<file path="config.mk">
export PLATFORM = sky130hd
export DESIGN_NAME = tcx_transfer_ctrl
export DESIGN_NICKNAME = d
export VERILOG_FILES = /design/src/verilog/tcx_transfer_ctrl.v
export VERILOG_INCLUDE_DIRS = /design/src /design/src/verilog
export SDC_FILE = /design/constraint.sdc
export NUM_CORES = 1
export LEC_CHECK = 0
export BUFFER_PORTS_ARGS = -buffer_cell sky130_fd_sc_hd__buf_2
export CAP_MARGIN = 0
export CELL_PAD_IN_SITES_DETAIL_PLACEMENT = 1
export CELL_PAD_IN_SITES_GLOBAL_PLACEMENT = 1
export CORE_ASPECT_RATIO = 0.6
export CORE_MARGIN = 1.5
export CORE_UTILIZATION = 40
export CTS_CLUSTER_DIAMETER = 60
export DETAILED_ROUTE_END_ITERATION = 10
export PLACE_DENSITY_LB_ADDON = 0.1
export SYNTH_ARGS = -nofsm -noshare
export SYNTH_HDL_FRONTEND = slang
export SYNTH_SLANG_ARGS = --single-unit
</file>
<file path="constraint.sdc">
create_clock -name clk -period 3.1 [get_ports clk]
set_input_delay 0.62 -clock clk [delete_from_list [all_inputs] [get_ports clk]]
set_output_delay 0.62 -clock clk [all_outputs]
set_load 0.01 [all_outputs]
</file>
<file path="src/verilog/tcx_consts.vh">
`ifndef TCX_CONSTS_VH
`define TCX_CONSTS_VH
// Register indices; byte address is four times the index
`define TCX_IDX_SENSE 32'h00fffd6a
`define TCX_IDX_VBASE 32'h00fffd80
`define TCX_IDX_MSTOP 32'h00fffdc8
`define TCX_IDX_STATUS 32'h00fffd70
`define TCX_IDX_ACT_A 32'h00ffff20
`define TCX_IDX_CTRL 32'h00ffff30
`define TCX_IDX_IRQEN 32'h00ffff34
// Field positions
`define TCX_BIT_LINE0_ACT 15
`define TCX_BIT_STOP_FLAG 0
`define TCX_BIT_LINE0_EN 0
`define TCX_BIT_MSTOP 12
`define TCX_BIT_PENDING 0
`define TCX_BIT_AREA_SIDE 4
// Field encodings
`define TCX_MODE_NORMAL 2'h0
`define TCX_MODE_REPEAT 2'h1
`define TCX_MODE_BLOCK 2'h2
`define TCX_SIZE_BYTE 2'h0
`define TCX_SIZE_WORD 2'h1
`define TCX_SIZE_LONG 2'h2
`define TCX_STEP_INC 2'h2
`define TCX_STEP_DEC 2'h3
`define TCX_SENSE_LOW 2'h0
`define TCX_SENSE_FALL 2'h1
`define TCX_SENSE_RISE 2'h2
// Reset values
`define TCX_RST_SENSE 16'h0000
`define TCX_RST_VBASE 32'h00000000
`define TCX_RST_ACT_A 16'h0000
`define TCX_RST_IRQEN 16'h0000
`define TCX_RST_MSTOP 16'h1000
// Vector entry offset of external line 0, from the vector base
`define TCX_VEC_OFS_LINE0 32'h00000040
// Transfer information layout: three words from the info start
`define TCX_INFO_W0 32'h00000000
`define TCX_INFO_W1 32'h00000004
`define TCX_INFO_W2 32'h00000008
`endif

</file>
<file path="src/verilog/tcx_transfer_ctrl.v">
// Chosen here: the APB register port.
`timescale 1ns/10ps
`include "tcx_consts.vh"

module tcx_transfer_ctrl (
   clk,
   rstn,
   psel,
   penable,
   pwrite,
   paddr,
   pwdata,
   prdata,
   pready,
   pslverr,
   ext_irq_line0_n,
   nmi_req,
   mem_req,
   mem_we,
   mem_size,
   mem_addr,
   mem_wdata,
   mem_rdata,
   mem_ack,
   mem_err,
   cpu_ext_irq_line0,
   xfer_busy
);
   input wire clk;
   input wire rstn;
   input wire psel;
   input wire penable;
   input wire pwrite;
   input wire [31:0] paddr;
   input wire [31:0] pwdata;
   output reg [31:0] prdata;
   output wire pready;
   output wire pslverr;
   input wire ext_irq_line0_n; // External line 0 pin, active low
   input wire nmi_req; // Non-maskable request, taken on its rising edge
   output reg mem_req; // Memory request, held until mem_ack
   output reg mem_we;
   output reg [1:0] mem_size; // 0 byte, 1 word, 2 long
   output reg [31:0] mem_addr;
   output reg [31:0] mem_wdata;
   input wire [31:0] mem_rdata;
   input wire mem_ack;
   input wire mem_err; // Address error, valid with mem_ack
   output wire cpu_ext_irq_line0; // Line 0 request passed to the CPU
   output wire xfer_busy;

   // Controller states
   localparam ST_IDLE = 4'h0;
   localparam ST_VEC = 4'h1;
   localparam ST_INFO0 = 4'h2;
   localparam ST_INFO1 = 4'h3;
   localparam ST_INFO2 = 4'h4;
   localparam ST_READ = 4'h5;
   localparam ST_WRITE = 4'h6;
   localparam ST_WB0 = 4'h7;
   localparam ST_WB1 = 4'h8;
   localparam ST_WB2 = 4'h9;

   // Software-visible registers
   reg [15:0] sense_ff;
   reg [31:0] vbase_ff;
   reg [15:0] act_a_ff;
   reg stop_flag_ff;
   reg [15:0] irqen_ff;
   reg [15:0] mstop_ff;
   reg pending_ff; // Line 0 request latched by the interrupt logic
   // Pin synchronisers and edge history
   reg line_s1_ff, line_s2_ff, line_prev_ff;
   reg nmi_s1_ff, nmi_s2_ff, nmi_prev_ff;
   // Engine state and working copy of transfer information
   reg [3:0] state_ff;
   reg [31:0] info_ff; // Info start address from the vector entry
   reg [7:0] mode_a_ff;
   reg [7:0] mode_b_ff;
   reg [31:0] src_ff;
   reg [31:0] dst_ff;
   reg [15:0] cra_ff;
   reg [15:0] crb_ff;
   reg [31:0] area_start_ff; // Start of the block area side, put back after each block
   reg finish_ff; // Activation ends with the count exhausted

   // Decoded fields of the working mode words
   wire [1:0] op_mode = mode_a_ff[7:6];
   wire [1:0] xsize = mode_a_ff[5:4];
   wire [1:0] src_step = mode_a_ff[3:2];
   wire area_side_select = mode_b_ff[`TCX_BIT_AREA_SIDE];
   wire [1:0] dst_step = mode_b_ff[3:2];
   wire block_mode = (op_mode == `TCX_MODE_BLOCK);

   // Pointer update for a step field and element size
   function [31:0] tcx_step;
      input [31:0] ptr;
      input [1:0] step;
      input [1:0] size;
      reg [31:0] amt;
      begin
         amt = (size == `TCX_SIZE_BYTE) ? 32'h1 :
               (size == `TCX_SIZE_WORD) ? 32'h2 : 32'h4;
         if (step == `TCX_STEP_INC) begin
            tcx_step = ptr + amt;
         end else if (step == `TCX_STEP_DEC) begin
            tcx_step = ptr - amt;
         end else begin
            tcx_step = ptr;
         end
      end
   endfunction

   // Register index match; byte address is four times the index
   function tcx_hit;
      input [31:0] addr;
      input [31:0] idx;
      begin
         tcx_hit = (addr == {idx[29:0], 2'b00});
      end
   endfunction

   // APB decode; registers answer with no wait states
   wire hit_sense = tcx_hit(paddr, `TCX_IDX_SENSE);
   wire hit_vbase = tcx_hit(paddr, `TCX_IDX_VBASE);
   wire hit_mstop = tcx_hit(paddr, `TCX_IDX_MSTOP);
   wire hit_status = tcx_hit(paddr, `TCX_IDX_STATUS);
   wire hit_act = tcx_hit(paddr, `TCX_IDX_ACT_A);
   wire hit_ctrl = tcx_hit(paddr, `TCX_IDX_CTRL);
   wire hit_irqen = tcx_hit(paddr, `TCX_IDX_IRQEN);
   wire hit_any = hit_sense | hit_vbase | hit_mstop | hit_status | hit_act | hit_ctrl | hit_irqen;
   wire apb_wr = psel & penable & pwrite;
   assign pready = 1'b1;
   assign pslverr = psel & penable & ~hit_any;

   // Read mux; unmapped addresses read zero with pslverr
   always @* begin
      prdata = 32'h0;
      if (hit_sense) begin
         prdata = {16'h0, sense_ff};
      end else if (hit_vbase) begin
         prdata = vbase_ff;
      end else if (hit_mstop) begin
         prdata = {16'h0, mstop_ff};
      end else if (hit_status) begin
         prdata = {31'h0, pending_ff};
      end else if (hit_act) begin
         prdata = {16'h0, act_a_ff};
      end else if (hit_ctrl) begin
         prdata = {31'h0, stop_flag_ff};
      end else if (hit_irqen) begin
         prdata = {16'h0, irqen_ff};
      end
   end

   // Request detection on the synchronised pin
   wire line_fall = line_prev_ff & ~line_s2_ff;
   wire line_rise = ~line_prev_ff & line_s2_ff;
   reg line_event;
   always @* begin
      case (sense_ff[1:0])
         `TCX_SENSE_LOW: line_event = ~line_s2_ff;
         `TCX_SENSE_FALL: line_event = line_fall;
         `TCX_SENSE_RISE: line_event = line_rise;
         default: line_event = line_fall | line_rise;
      endcase
   end
   wire line0_enable = irqen_ff[`TCX_BIT_LINE0_EN];
   wire line0_activation_bit = act_a_ff[`TCX_BIT_LINE0_ACT];
   wire xfer_ctrl_module_stop = mstop_ff[`TCX_BIT_MSTOP];
   wire nmi_event = nmi_s2_ff & ~nmi_prev_ff;
   // A request starts the engine only if routed, running and not stopped
   wire start = (state_ff == ST_IDLE) & pending_ff & line0_activation_bit
                & ~xfer_ctrl_module_stop & ~stop_flag_ff;
   // While routed to the engine the CPU does not see the request
   assign cpu_ext_irq_line0 = pending_ff & line0_enable & ~line0_activation_bit;
   assign xfer_busy = (state_ff != ST_IDLE);

   // Synchronisers: the first stage feeds only the second
   always @(posedge clk) begin
      if (!rstn) begin
         line_s1_ff <= 1'b1;
         line_s2_ff <= 1'b1;
         line_prev_ff <= 1'b1;
         nmi_s1_ff <= 1'b0;
         nmi_s2_ff <= 1'b0;
         nmi_prev_ff <= 1'b0;
      end else begin
         line_s1_ff <= ext_irq_line0_n;
         line_s2_ff <= line_s1_ff;
         line_prev_ff <= line_s2_ff;
         nmi_s1_ff <= nmi_req;
         nmi_s2_ff <= nmi_s1_ff;
         nmi_prev_ff <= nmi_s2_ff;
      end
   end

   // Block area side keeps its start address across a block
   wire mem_done = mem_req & mem_ack;
   wire act_done = (state_ff == ST_WB2) & mem_done & ~mem_err & finish_ff; // Finished activation ends here
   wire block_end = block_mode & (cra_ff[7:0] == 8'h01);
   wire [31:0] nxt_src_step = tcx_step(src_ff, src_step, xsize);
   wire [31:0] nxt_dst_step = tcx_step(dst_ff, dst_step, xsize);
   // Block size of 0 means 256 elements
   wire [15:0] reload_cra = {cra_ff[15:8], cra_ff[15:8]};

   // Software registers and hardware-set flags
   always @(posedge clk) begin
      if (!rstn) begin
         sense_ff <= `TCX_RST_SENSE;
         vbase_ff <= `TCX_RST_VBASE;
         act_a_ff <= `TCX_RST_ACT_A;
         irqen_ff <= `TCX_RST_IRQEN;
         mstop_ff <= `TCX_RST_MSTOP;
         stop_flag_ff <= 1'b0;
         pending_ff <= 1'b0;
      end else begin
         if (apb_wr & hit_sense) begin
            sense_ff <= pwdata[15:0];
         end
         if (apb_wr & hit_vbase) begin
            vbase_ff <= pwdata;
         end
         if (apb_wr & hit_irqen) begin
            irqen_ff <= pwdata[15:0];
         end
         if (apb_wr & hit_mstop) begin
            mstop_ff <= pwdata[15:0];
         end
         // Hardware clear of the activation bit beats a software write
         if (act_done) begin
            act_a_ff <= act_a_ff & ~(16'h1 << `TCX_BIT_LINE0_ACT);
         end else if (apb_wr & hit_act) begin
            act_a_ff <= pwdata[15:0];
         end
         // Stop flag: set wins, software may only write 0
         if (nmi_event || (mem_done && mem_err)) begin
            stop_flag_ff <= 1'b1;
         end else if (apb_wr && hit_ctrl && !pwdata[`TCX_BIT_STOP_FLAG]) begin
            stop_flag_ff <= 1'b0;
         end
         // Pending request: new event wins over engine take or CPU clear
         if ((line_event && line0_enable) || act_done) begin // Last request goes on to the CPU
            pending_ff <= 1'b1;
         end else if (start) begin
            pending_ff <= 1'b0;
         end else if (apb_wr && hit_status && !pwdata[`TCX_BIT_PENDING]) begin
            pending_ff <= 1'b0;
         end
      end
   end

   // Engine: fetch info, move elements, write info back
   always @(posedge clk) begin
      if (!rstn) begin
         state_ff <= ST_IDLE;
         mem_req <= 1'b0;
         mem_we <= 1'b0;
         mem_size <= `TCX_SIZE_LONG;
         mem_addr <= 32'h0;
         mem_wdata <= 32'h0;
         info_ff <= 32'h0;
         mode_a_ff <= 8'h0;
         mode_b_ff <= 8'h0;
         src_ff <= 32'h0;
         dst_ff <= 32'h0;
         cra_ff <= 16'h0;
         crb_ff <= 16'h0;
         area_start_ff <= 32'h0;
         finish_ff <= 1'b0;
      end else if (mem_done && mem_err) begin
         // Any address error ends the activation; no further writeback follows
         mem_req <= 1'b0;
         mem_we <= 1'b0;
         state_ff <= ST_IDLE;
      end else begin
         case (state_ff)
            ST_IDLE: begin
               if (start) begin
                  // Vector entry holds the info start address
                  mem_req <= 1'b1;
                  mem_we <= 1'b0;
                  mem_size <= `TCX_SIZE_LONG;
                  mem_addr <= vbase_ff + `TCX_VEC_OFS_LINE0;
                  state_ff <= ST_VEC;
               end
            end
            ST_VEC: begin
               if (mem_done) begin
                  info_ff <= mem_rdata;
                  mem_addr <= mem_rdata + `TCX_INFO_W0;
                  state_ff <= ST_INFO0;
               end
            end
            ST_INFO0: begin
               if (mem_done) begin
                  mode_a_ff <= mem_rdata[31:24];
                  src_ff <= {8'h0, mem_rdata[23:0]};
                  mem_addr <= info_ff + `TCX_INFO_W1;
                  state_ff <= ST_INFO1;
               end
            end
            ST_INFO1: begin
               if (mem_done) begin
                  mode_b_ff <= mem_rdata[31:24];
                  dst_ff <= {8'h0, mem_rdata[23:0]};
                  mem_addr <= info_ff + `TCX_INFO_W2;
                  state_ff <= ST_INFO2;
               end
            end
            ST_INFO2: begin
               if (mem_done) begin
                  cra_ff <= mem_rdata[31:16];
                  crb_ff <= mem_rdata[15:0];
                  area_start_ff <= area_side_select ? src_ff : dst_ff;
                  finish_ff <= 1'b0;
                  mem_size <= mode_a_ff[5:4];
                  mem_addr <= src_ff;
                  state_ff <= ST_READ;
               end
            end
            ST_READ: begin
               if (mem_done) begin
                  mem_we <= 1'b1;
                  mem_wdata <= mem_rdata;
                  mem_addr <= dst_ff;
                  state_ff <= ST_WRITE;
               end
            end
            ST_WRITE: begin
               if (mem_done) begin
                  if (block_mode) begin
                     // Both pointers step within a block; the block area one goes back at its end
                     if (block_end) begin
                        src_ff <= area_side_select ? area_start_ff : nxt_src_step;
                        dst_ff <= area_side_select ? nxt_dst_step : area_start_ff;
                        cra_ff <= reload_cra;
                        crb_ff <= crb_ff - 16'h1;
                        finish_ff <= (crb_ff == 16'h1);
                        mem_size <= `TCX_SIZE_LONG;
                        mem_addr <= info_ff + `TCX_INFO_W0;
                        mem_wdata <= {mode_a_ff, area_side_select ? area_start_ff[23:0] : nxt_src_step[23:0]};
                        state_ff <= ST_WB0;
                     end else begin
                        src_ff <= nxt_src_step;
                        dst_ff <= nxt_dst_step;
                        cra_ff <= {cra_ff[15:8], cra_ff[7:0] - 8'h1};
                        mem_we <= 1'b0;
                        mem_addr <= nxt_src_step;
                        state_ff <= ST_READ;
                     end
                  end else begin
                     // Normal or repeat: one element per activation
                     src_ff <= nxt_src_step;
                     dst_ff <= nxt_dst_step;
                     if (op_mode == `TCX_MODE_REPEAT) begin
                        cra_ff <= (cra_ff[7:0] == 8'h01) ? reload_cra : {cra_ff[15:8], cra_ff[7:0] - 8'h1};
                        finish_ff <= 1'b0;
                     end else begin
                        cra_ff <= cra_ff - 16'h1;
                        finish_ff <= (cra_ff == 16'h1);
                     end
                     mem_size <= `TCX_SIZE_LONG;
                     mem_addr <= info_ff + `TCX_INFO_W0;
                     mem_wdata <= {mode_a_ff, nxt_src_step[23:0]};
                     state_ff <= ST_WB0;
                  end
               end
            end
            ST_WB0: begin
               if (mem_done) begin
                  mem_addr <= info_ff + `TCX_INFO_W1;
                  mem_wdata <= {mode_b_ff, dst_ff[23:0]};
                  state_ff <= ST_WB1;
               end
            end
            ST_WB1: begin
               if (mem_done) begin
                  mem_addr <= info_ff + `TCX_INFO_W2;
                  mem_wdata <= {cra_ff, crb_ff};
                  state_ff <= ST_WB2;
               end
            end
            ST_WB2: begin
               if (mem_done) begin
                  mem_req <= 1'b0;
                  mem_we <= 1'b0;
                  state_ff <= ST_IDLE;
               end
            end
            default: begin
               mem_req <= 1'b0;
               mem_we <= 1'b0;
               state_ff <= ST_IDLE;
            end
         endcase
      end
   end
endmodule // tcx_transfer_ctrl

</file>
==> results of run 1 <==
## registers in the layout (all words and copies together), names as in the netlist, 2 cells and up
name,flops
act_a_ff,16
mstop_ff,16
cra_ff,16
irqen_ff,16
vbase_ff,32
state_ff,4
mode_a_ff,8
sense_ff,16
mem_wdata,32
mode_b_ff,8
dst_ff,32
src_ff,32
mem_addr,32
mem_size,2
info_ff,32
area_start_ff,32
crb_ff,16
## placed cells by master (no fill, tap or decap), types with 15 or more instances in the layout
cell       instances
nand3_1           90
o211ai_1          55
or3_1             26
nor3_1            64
a22oi_1           36
a22o_1            16
and3_1            32
dfxtp_1          351
nand4_1           48
xor2_1            34
nor2_1           268
buf_2            199
and2_1            32
buf_12            26
a222oi_1          41
o21ai_1           15
ha_1              21
a221o_1           15
a211oi_1          46
nand2_1          425
mux2i_1           93
nor4_1            25
o22ai_1           19
buf_4            234
inv_1             39
xnor2_1           33
o31ai_1           17
clkbuf_16         43
a31oi_1           32
nand2b_1          17
a221oi_1          20
o21ai_0          180
a21oi_1          276
## cells by family (layout without fill, tap and decap cells)
kind of cell | after synthesis | count (layout) | share of synthesized area, %
compound gates | 920 | 920 | 28.0
xor+xnor | 70 | 70 | 2.83
fa+ha+maj | 26 | 26 | 1.64
buf+inv | 292 | 585 | 5.45
flops | 353 | 353 | 32.7
mux | 95 | 95 | 4.40
other cells | 1 | 1 | 0.0173
simple gates | 1145 | 1145 | 25.0
## worst paths after layout
path                   startpoint            to  slack (ns)  depth (start not counted)
setup / recovery        paddr[29]    prdata[10]       -0.12                         12
setup reg to reg      state_ff[3]  mem_addr[11]           0                          8
hold / removal    ext_irq_line0_n    line_s1_ff        0.21                          2
hold reg to reg        line_s1_ff    line_s2_ff        0.43                          1
## layout make-up
| class | instances | share of cell area [%] |
|---|---|---|
| well taps | 703 | 3.31 |
| clock inverters | 23 | 1.02 |
| multi-input cells | 2257 | 51.5 |
| clock buffers | 52 | 4.20 |
| flip-flops and latches | 353 | 26.6 |
| inverters | 41 | 0.607 |
| repair buffers | 469 | 12.8 |
## power groups by stage
| stage | logic, µW | registers, µW | clock network, µW |
|---|---|---|---|
| CTS | 368 | 4540 | 5230 |
| global placement | 360 | 4640 | 0 |
| detailed placement | 366 | 4640 | 0 |
| global route | 398 | 4540 | 5410 |
| finish | 388 | 4540 | 5220 |
| floorplan | 116 | 4640 | 0 |
## metrics by stage
step                      setup slack, ns  hold WS [ns]  cells  area (µm²)  TNS, ns
final                              -0.115         0.212   3898       26600    -1.32
after floorplan                  -0.00860         0.386   2902       21700  -0.0256
after global routing               -0.171         0.203   3898       26600    -3.33
after detailed placement          -0.0648         0.409   3815       24900    -1.35
after CTS                         -0.0664         0.199   3893       26300   -0.867
after global placement            -0.0285         0.411   3815       24900   -0.198
## layer usage
metal	up-vias	part of all wire (%)	track usage, %	wire length [µm]
met5	-	0.047	0	52
met4	6	2.6	11.0	2940
met3	185	12	12.4	13100
met2	1235	41	55.9	45900
met1	12800	44	55.4	49700
li1	11200	-	-	-
## worst max-delay path: stages
cell	delay, ns
buf_6	0.09
or3_4	0.38
nor4_4	0.17
nand4b_1	0.23
buf_6	0.20
nor3_4	0.14
buf_6	0.13
buf_12	0.13
a21oi_1	0.05
a22oi_1	0.17
a21o_1	0.15
buf_6	0.11
## timing repair
action / 4_1_cts / 5_1_grt
setup endpoints to repair: 42 / 78
gates resized for setup: 10 / 50
setup buffers: 3 / 3
cloned: 0 / 2
pin swaps: 3 / 15
==> flow_metrics.py, run 1 <==
metrics = {
    "routing": {
        "first_pass_iters": 8,
        "vias": 25400,
        "wire_per_inst_um": 28.7,
        "via_per_inst": 6.52,
        "drt.antenna.violating_nets": 0,
        "drtIter0Drc": 3067,
        "totalWireLength_mm": 112,
        "drc": 0,
    },
    "pwr": {
        "power_per_cell_area_mw_per_mm2": 381,
        "p_comb_share_pct": 3.8,
        "peakVddDrop_uv": 353,
        "p_seq_share_pct": 44.8,
        "fin_total_pwr_uw": 10100,
        "swShare_pct": 25.6,
        "internal_power_uw": 7550,
        "power_leakage_uw": 0.0100,
        "p_switching_uw": 2590,
        "clockPowerShare_pct": 51.4,
    },
    "sta": {
        "rsz0062_at_grt": "yes",
        "finalSetupViolCount": 33,
        "finalHoldViolCount": 0,
        "drv_slew": 0,
        "worst_pin_slew_ns": 1.04,
        "relSlewSlack_pct": 30.7,
        "skew_ns": 0.0305,
        "setup_ws_ns": -0.115,
        "fmax_ghz": 0.311,
        "period_share_pct": 104,
        "period_needed_ns": 3.22,
    },
    "worst_setup_path": {
        "cp_max_fo": 10,
        "critPathCaptureType": "output port",
        "path_class": "in2out",
        "arrival_ns": 2.60,
        "required_ns": 2.48,
        "startpoint_type": "primary input",
    },
    "layout": {
        "utilization_pct": 50.2,
        "antenna_cells": 0,
        "multi_input_area_mm2": 0.0137,
        "finalNetCount": 3294,
        "seqCellArea_mm2": 0.00707,
        "drive_above_1_share_pct": 19.5,
        "num-fill-cells": 6543,
        "syn2layout_area_growth_pct": 22.9,
    },
    "floorplan": {
        "core-area_mm2": 0.0530,
        "die_area_mm2": 0.0556,
        "fp.dieH_um": 183,
        "pin_count": 209,
        "die_w_um": 303,
        "start_util_pct": 40.8,
        "fp-row-count": 65,
    },
    "grt": {
        "grtUsageTotal_pct": 39.0,
        "grt_remaining_overflow": 0,
        "grt_pass1_vias": 24900,
        "grt_pass1_wl_mm": 163,
        "antenna_found_initial": 8,
        "grt_max_degree": 115,
    },
    "synthesis": {
        "synth_area_leaders": "dfxtp_1, nand2_1, a21oi_1, nor2_1, o21ai_0",
        "synth_edf_count": 0,
        "ys_types": 97,
        "synth-main-ff-cell": "dfxtp_1",
        "syn_inst": 2902,
        "synth_most_common_cell": "nand2_1",
        "synth_nets": 3033,
        "synthArstFlopShare_pct": 0,
        "syn-mean-instance-area_um2": 7.46,
        "syn_area_mm2": 0.0216,
        "synth.ff_latch_count": 353,
        "synth.yosys.seq_area_share_pct": 32.7,
        "synth_top_cells_by_count": "nand2_1, dfxtp_1, a21oi_1",
        "yosysTopAreaCellShare_pct": 32.7,
        "synth_warnings": 0,
        "synth.largest_area_cell": "dfxtp_1",
    },
    "place": {
        "place.gp.congestion": 0.993,
        "numPortBuffers": 207,
        "hpwl_mm": 84.2,
    },
    "run_status": {
        "status": "finished with violations",
        "violations": "negative setup slack",
    },
    "cts": {
        "numCtsBuffers": 41,
        "cts_hold_buf": 0,
        "cts_sinks": 353,
        "clk_pin_slew_ns": 0.06,
        "clock_latency_ns": 0.60,
        "cts_max_level": 2,
        "cts_root_buffer": "clkbuf_16",
        "cts.path.max_buffers": 3,
        "cts_tree": "done",
    },
    "flow_run": {
        "drv_cap": 0,
    },
    "hold_path": {
        "worstHoldPathType": "in2reg",
    },
}
Power figures use the tool's default switching activity.
==> run 2: changes to the inputs <==
--- a/config.mk
+++ b/config.mk
@@ -6,16 +6,18 @@
 export SDC_FILE = /design/constraint.sdc
 export NUM_CORES = 1
 export LEC_CHECK = 0
+export ABC_AREA = 1
 export BUFFER_PORTS_ARGS = -buffer_cell sky130_fd_sc_hd__buf_2
 export CAP_MARGIN = 0
 export CELL_PAD_IN_SITES_DETAIL_PLACEMENT = 1
 export CELL_PAD_IN_SITES_GLOBAL_PLACEMENT = 1
 export CORE_ASPECT_RATIO = 0.6
 export CORE_MARGIN = 1.5
-export CORE_UTILIZATION = 40
+export CORE_UTILIZATION = 38
 export CTS_CLUSTER_DIAMETER = 60
 export DETAILED_ROUTE_END_ITERATION = 10
 export PLACE_DENSITY_LB_ADDON = 0.1
+export SKIP_CTS_REPAIR_TIMING = 1
 export SYNTH_ARGS = -nofsm -noshare
 export SYNTH_HDL_FRONTEND = slang
 export SYNTH_SLANG_ARGS = --single-unit
==> flow_metrics.py, run 2 <==
metrics = {
    "run_status": {
        "status": "finished, final reports clean",
    },
    "synthesis": {
        "yosysTopAreaCellShare_pct": 29.9,
        "synth.ff_latch_count": 353,
        "synth_warnings": 0,
        "synth-main-ff-cell": "dfxtp_1",
        "synth.largest_area_cell": "dfxtp_1",
        "ys_types": 52,
        "syn_area_mm2": 0.0237,
        "synth_most_common_cell": "nand2_1",
        "synth.yosys.seq_area_share_pct": 29.9,
        "syn_inst": 3887,
        "synth_area_leaders": "dfxtp_1, nand2_1, o21ai_0, a21oi_1, inv_1",
        "synthArstFlopShare_pct": 0,
        "synth_nets": 4018,
        "synth_edf_count": 0,
        "synth_top_cells_by_count": "nand2_1, o21ai_0, inv_1",
        "syn-mean-instance-area_um2": 6.09,
    },
    "routing": {
        "drtIter0Drc": 3458,
        "vias": 29600,
        "totalWireLength_mm": 127,
        "via_per_inst": 5.95,
        "first_pass_iters": 5,
        "wire_per_inst_um": 25.5,
        "drc": 0,
        "drt.antenna.violating_nets": 0,
    },
    "cts": {
        "numCtsBuffers": 41,
        "cts_root_buffer": "clkbuf_16",
        "clock_latency_ns": 0.61,
        "clk_pin_slew_ns": 0.06,
        "cts_max_level": 2,
        "cts.path.max_buffers": 3,
        "cts_sinks": 353,
        "cts_tree": "done",
    },
    "pwr": {
        "power_leakage_uw": 0.0123,
        "peakVddDrop_uv": 438,
        "power_per_cell_area_mw_per_mm2": 516,
    },
    "worst_setup_path": {
        "path_class": "reg2reg",
        "cp_max_fo": 5,
        "required_ns": 3.56,
        "arrival_ns": 3.51,
        "crit_chain": "inv_1 > nor2_2 > inv_2 > buf_4 > ha_1 > nand2_1 > nor2_1 > nor2_1 > nand4_1 > nand2_2 > nand3_1 > o21ai_0 > nand2_1 > nand2_1 > nand2_1 > nand2_1 > a21oi_1",
        "cpMostUsedCell": "nand2_1",
        "startpoint_type": "register",
        "crit_path_max_incr_delay_ns": 0.36,
        "critPathCaptureType": "register",
        "slowest_stage": "dfxtp_1",
    },
    "sta": {
        "fmax_ghz": 0.328,
        "period_needed_ns": 3.05,
        "skew_ns": 0.0338,
        "finalHoldViolCount": 0,
        "drv_slew": 0,
        "worst_pin_slew_ns": 0.744,
        "relSlewSlack_pct": 50.2,
        "finalSetupViolCount": 0,
        "period_share_pct": 98.4,
    },
    "place": {
        "dp_cells": 4889,
        "place.gp.congestion": 1.06,
        "hpwl_mm": 99.3,
        "numPortBuffers": 207,
    },
    "hold_path": {
        "worstHoldPathType": "in2reg",
    },
    "layout": {
        "multi_input_area_mm2": 0.0143,
        "fin_cells": 4968,
        "num-fill-cells": 8268,
        "seqCellArea_mm2": 0.00707,
        "drive_above_1_share_pct": 13.7,
        "final_common_cell": "nand2_1",
        "utilization_pct": 46.0,
        "final_cell_mix": "nand2_1, o21ai_0, inv_1",
        "finalNetCount": 4238,
        "syn2layout_area_growth_pct": 19.1,
    },
    "grt": {
        "grt_max_degree": 114,
        "grt_pass1_wl_mm": 186,
        "grtUsageTotal_pct": 38.7,
        "grt_remaining_overflow": 0,
        "antenna_found_initial": 3,
        "grt_pass1_vias": 27900,
    },
    "floorplan": {
        "core-area_mm2": 0.0612,
        "pin_count": 209,
        "start_util_pct": 38.7,
        "fp-row-count": 70,
        "die_area_mm2": 0.0638,
        "fp.dieH_um": 196,
        "die_w_um": 325,
    },
    "flow_run": {
        "drv_cap": 0,
    },
}
[run 2: layout make-up]
| cell class | count | share of cell area (%) |
|---|---|---|
| diodes | 2 | 0.0178 |
| clock buffers | 55 | 4.04 |
| clock inverters | 19 | 0.866 |
| inverters | 441 | 5.89 |
| multi-input cells | 2865 | 50.6 |
| flip-flops and latches | 353 | 25.1 |
| well taps | 828 | 3.68 |
| repair buffers | 405 | 9.86 |
[run 2: cell families after synthesis]
family	after synthesis	share of synthesized area (%)
fa+ha+maj	26	1.50
xor+xnor	40	1.48
buf+inv	669	10.8
compound gates	1128	26.8
flops	353	29.9
simple gates	1670	29.5
other cells	1	0.0158
[run 2: final timing paths]
| path | to | startpoint | slack [ns] | cells past startpoint |
|---|---|---|---|---|
| worst max-delay path | mem_addr[29] | mode_a_ff[4] | 0.05 | 17 |
| worst min-delay path | nmi_s1_ff | nmi_req | 0.19 | 3 |
| worst max register to register | mem_addr[29] | mode_a_ff[4] | 0.05 | 17 |
| worst min register to register | nmi_s2_ff | nmi_s1_ff | 0.42 | 2 |
[run 2: stage by stage]
step	TNS [ns]	area, µm²	setup slack, ns	hold slack (ns)	total power (µW)
after floorplan	0	23700	0.229	0.390	7360
after global placement	0	26600	0.00402	0.399	9160
after detailed placement	-0.777	26600	-0.100	0.404	9210
after CTS	-1.52	28000	-0.114	0.174	14400
after global routing	-0.109	28200	-0.0228	0.199	15100
final	0	28200	0.0503	0.191	14600
[run 2: per-layer routing]
| metal | part of all wire (%) | track usage, % | vias to the layer above |
|---|---|---|---|
| met1 | 48 | 60.0 | 14400 |
| met2 | 38 | 50.5 | 1465 |
| met3 | 13 | 11.9 | 177 |
| met5 | 0.032 | 0 | - |
| met4 | 2.0 | 8.38 | 6 |
| li1 | - | - | 13500 |
[run 2: power breakdown]
part	internal, µW	switching (µW)
registers	4750	175
logic	1220	3170
clock network	2950	2290
[run 2: worst max-delay path: cells and delay by family (launching register included)]
kind            cells  cell delay [ns]
compound gates      2             0.28
fa+ha+maj           1             0.32
buf+inv             3             0.31
flops               1             0.36
simple gates       11             1.65
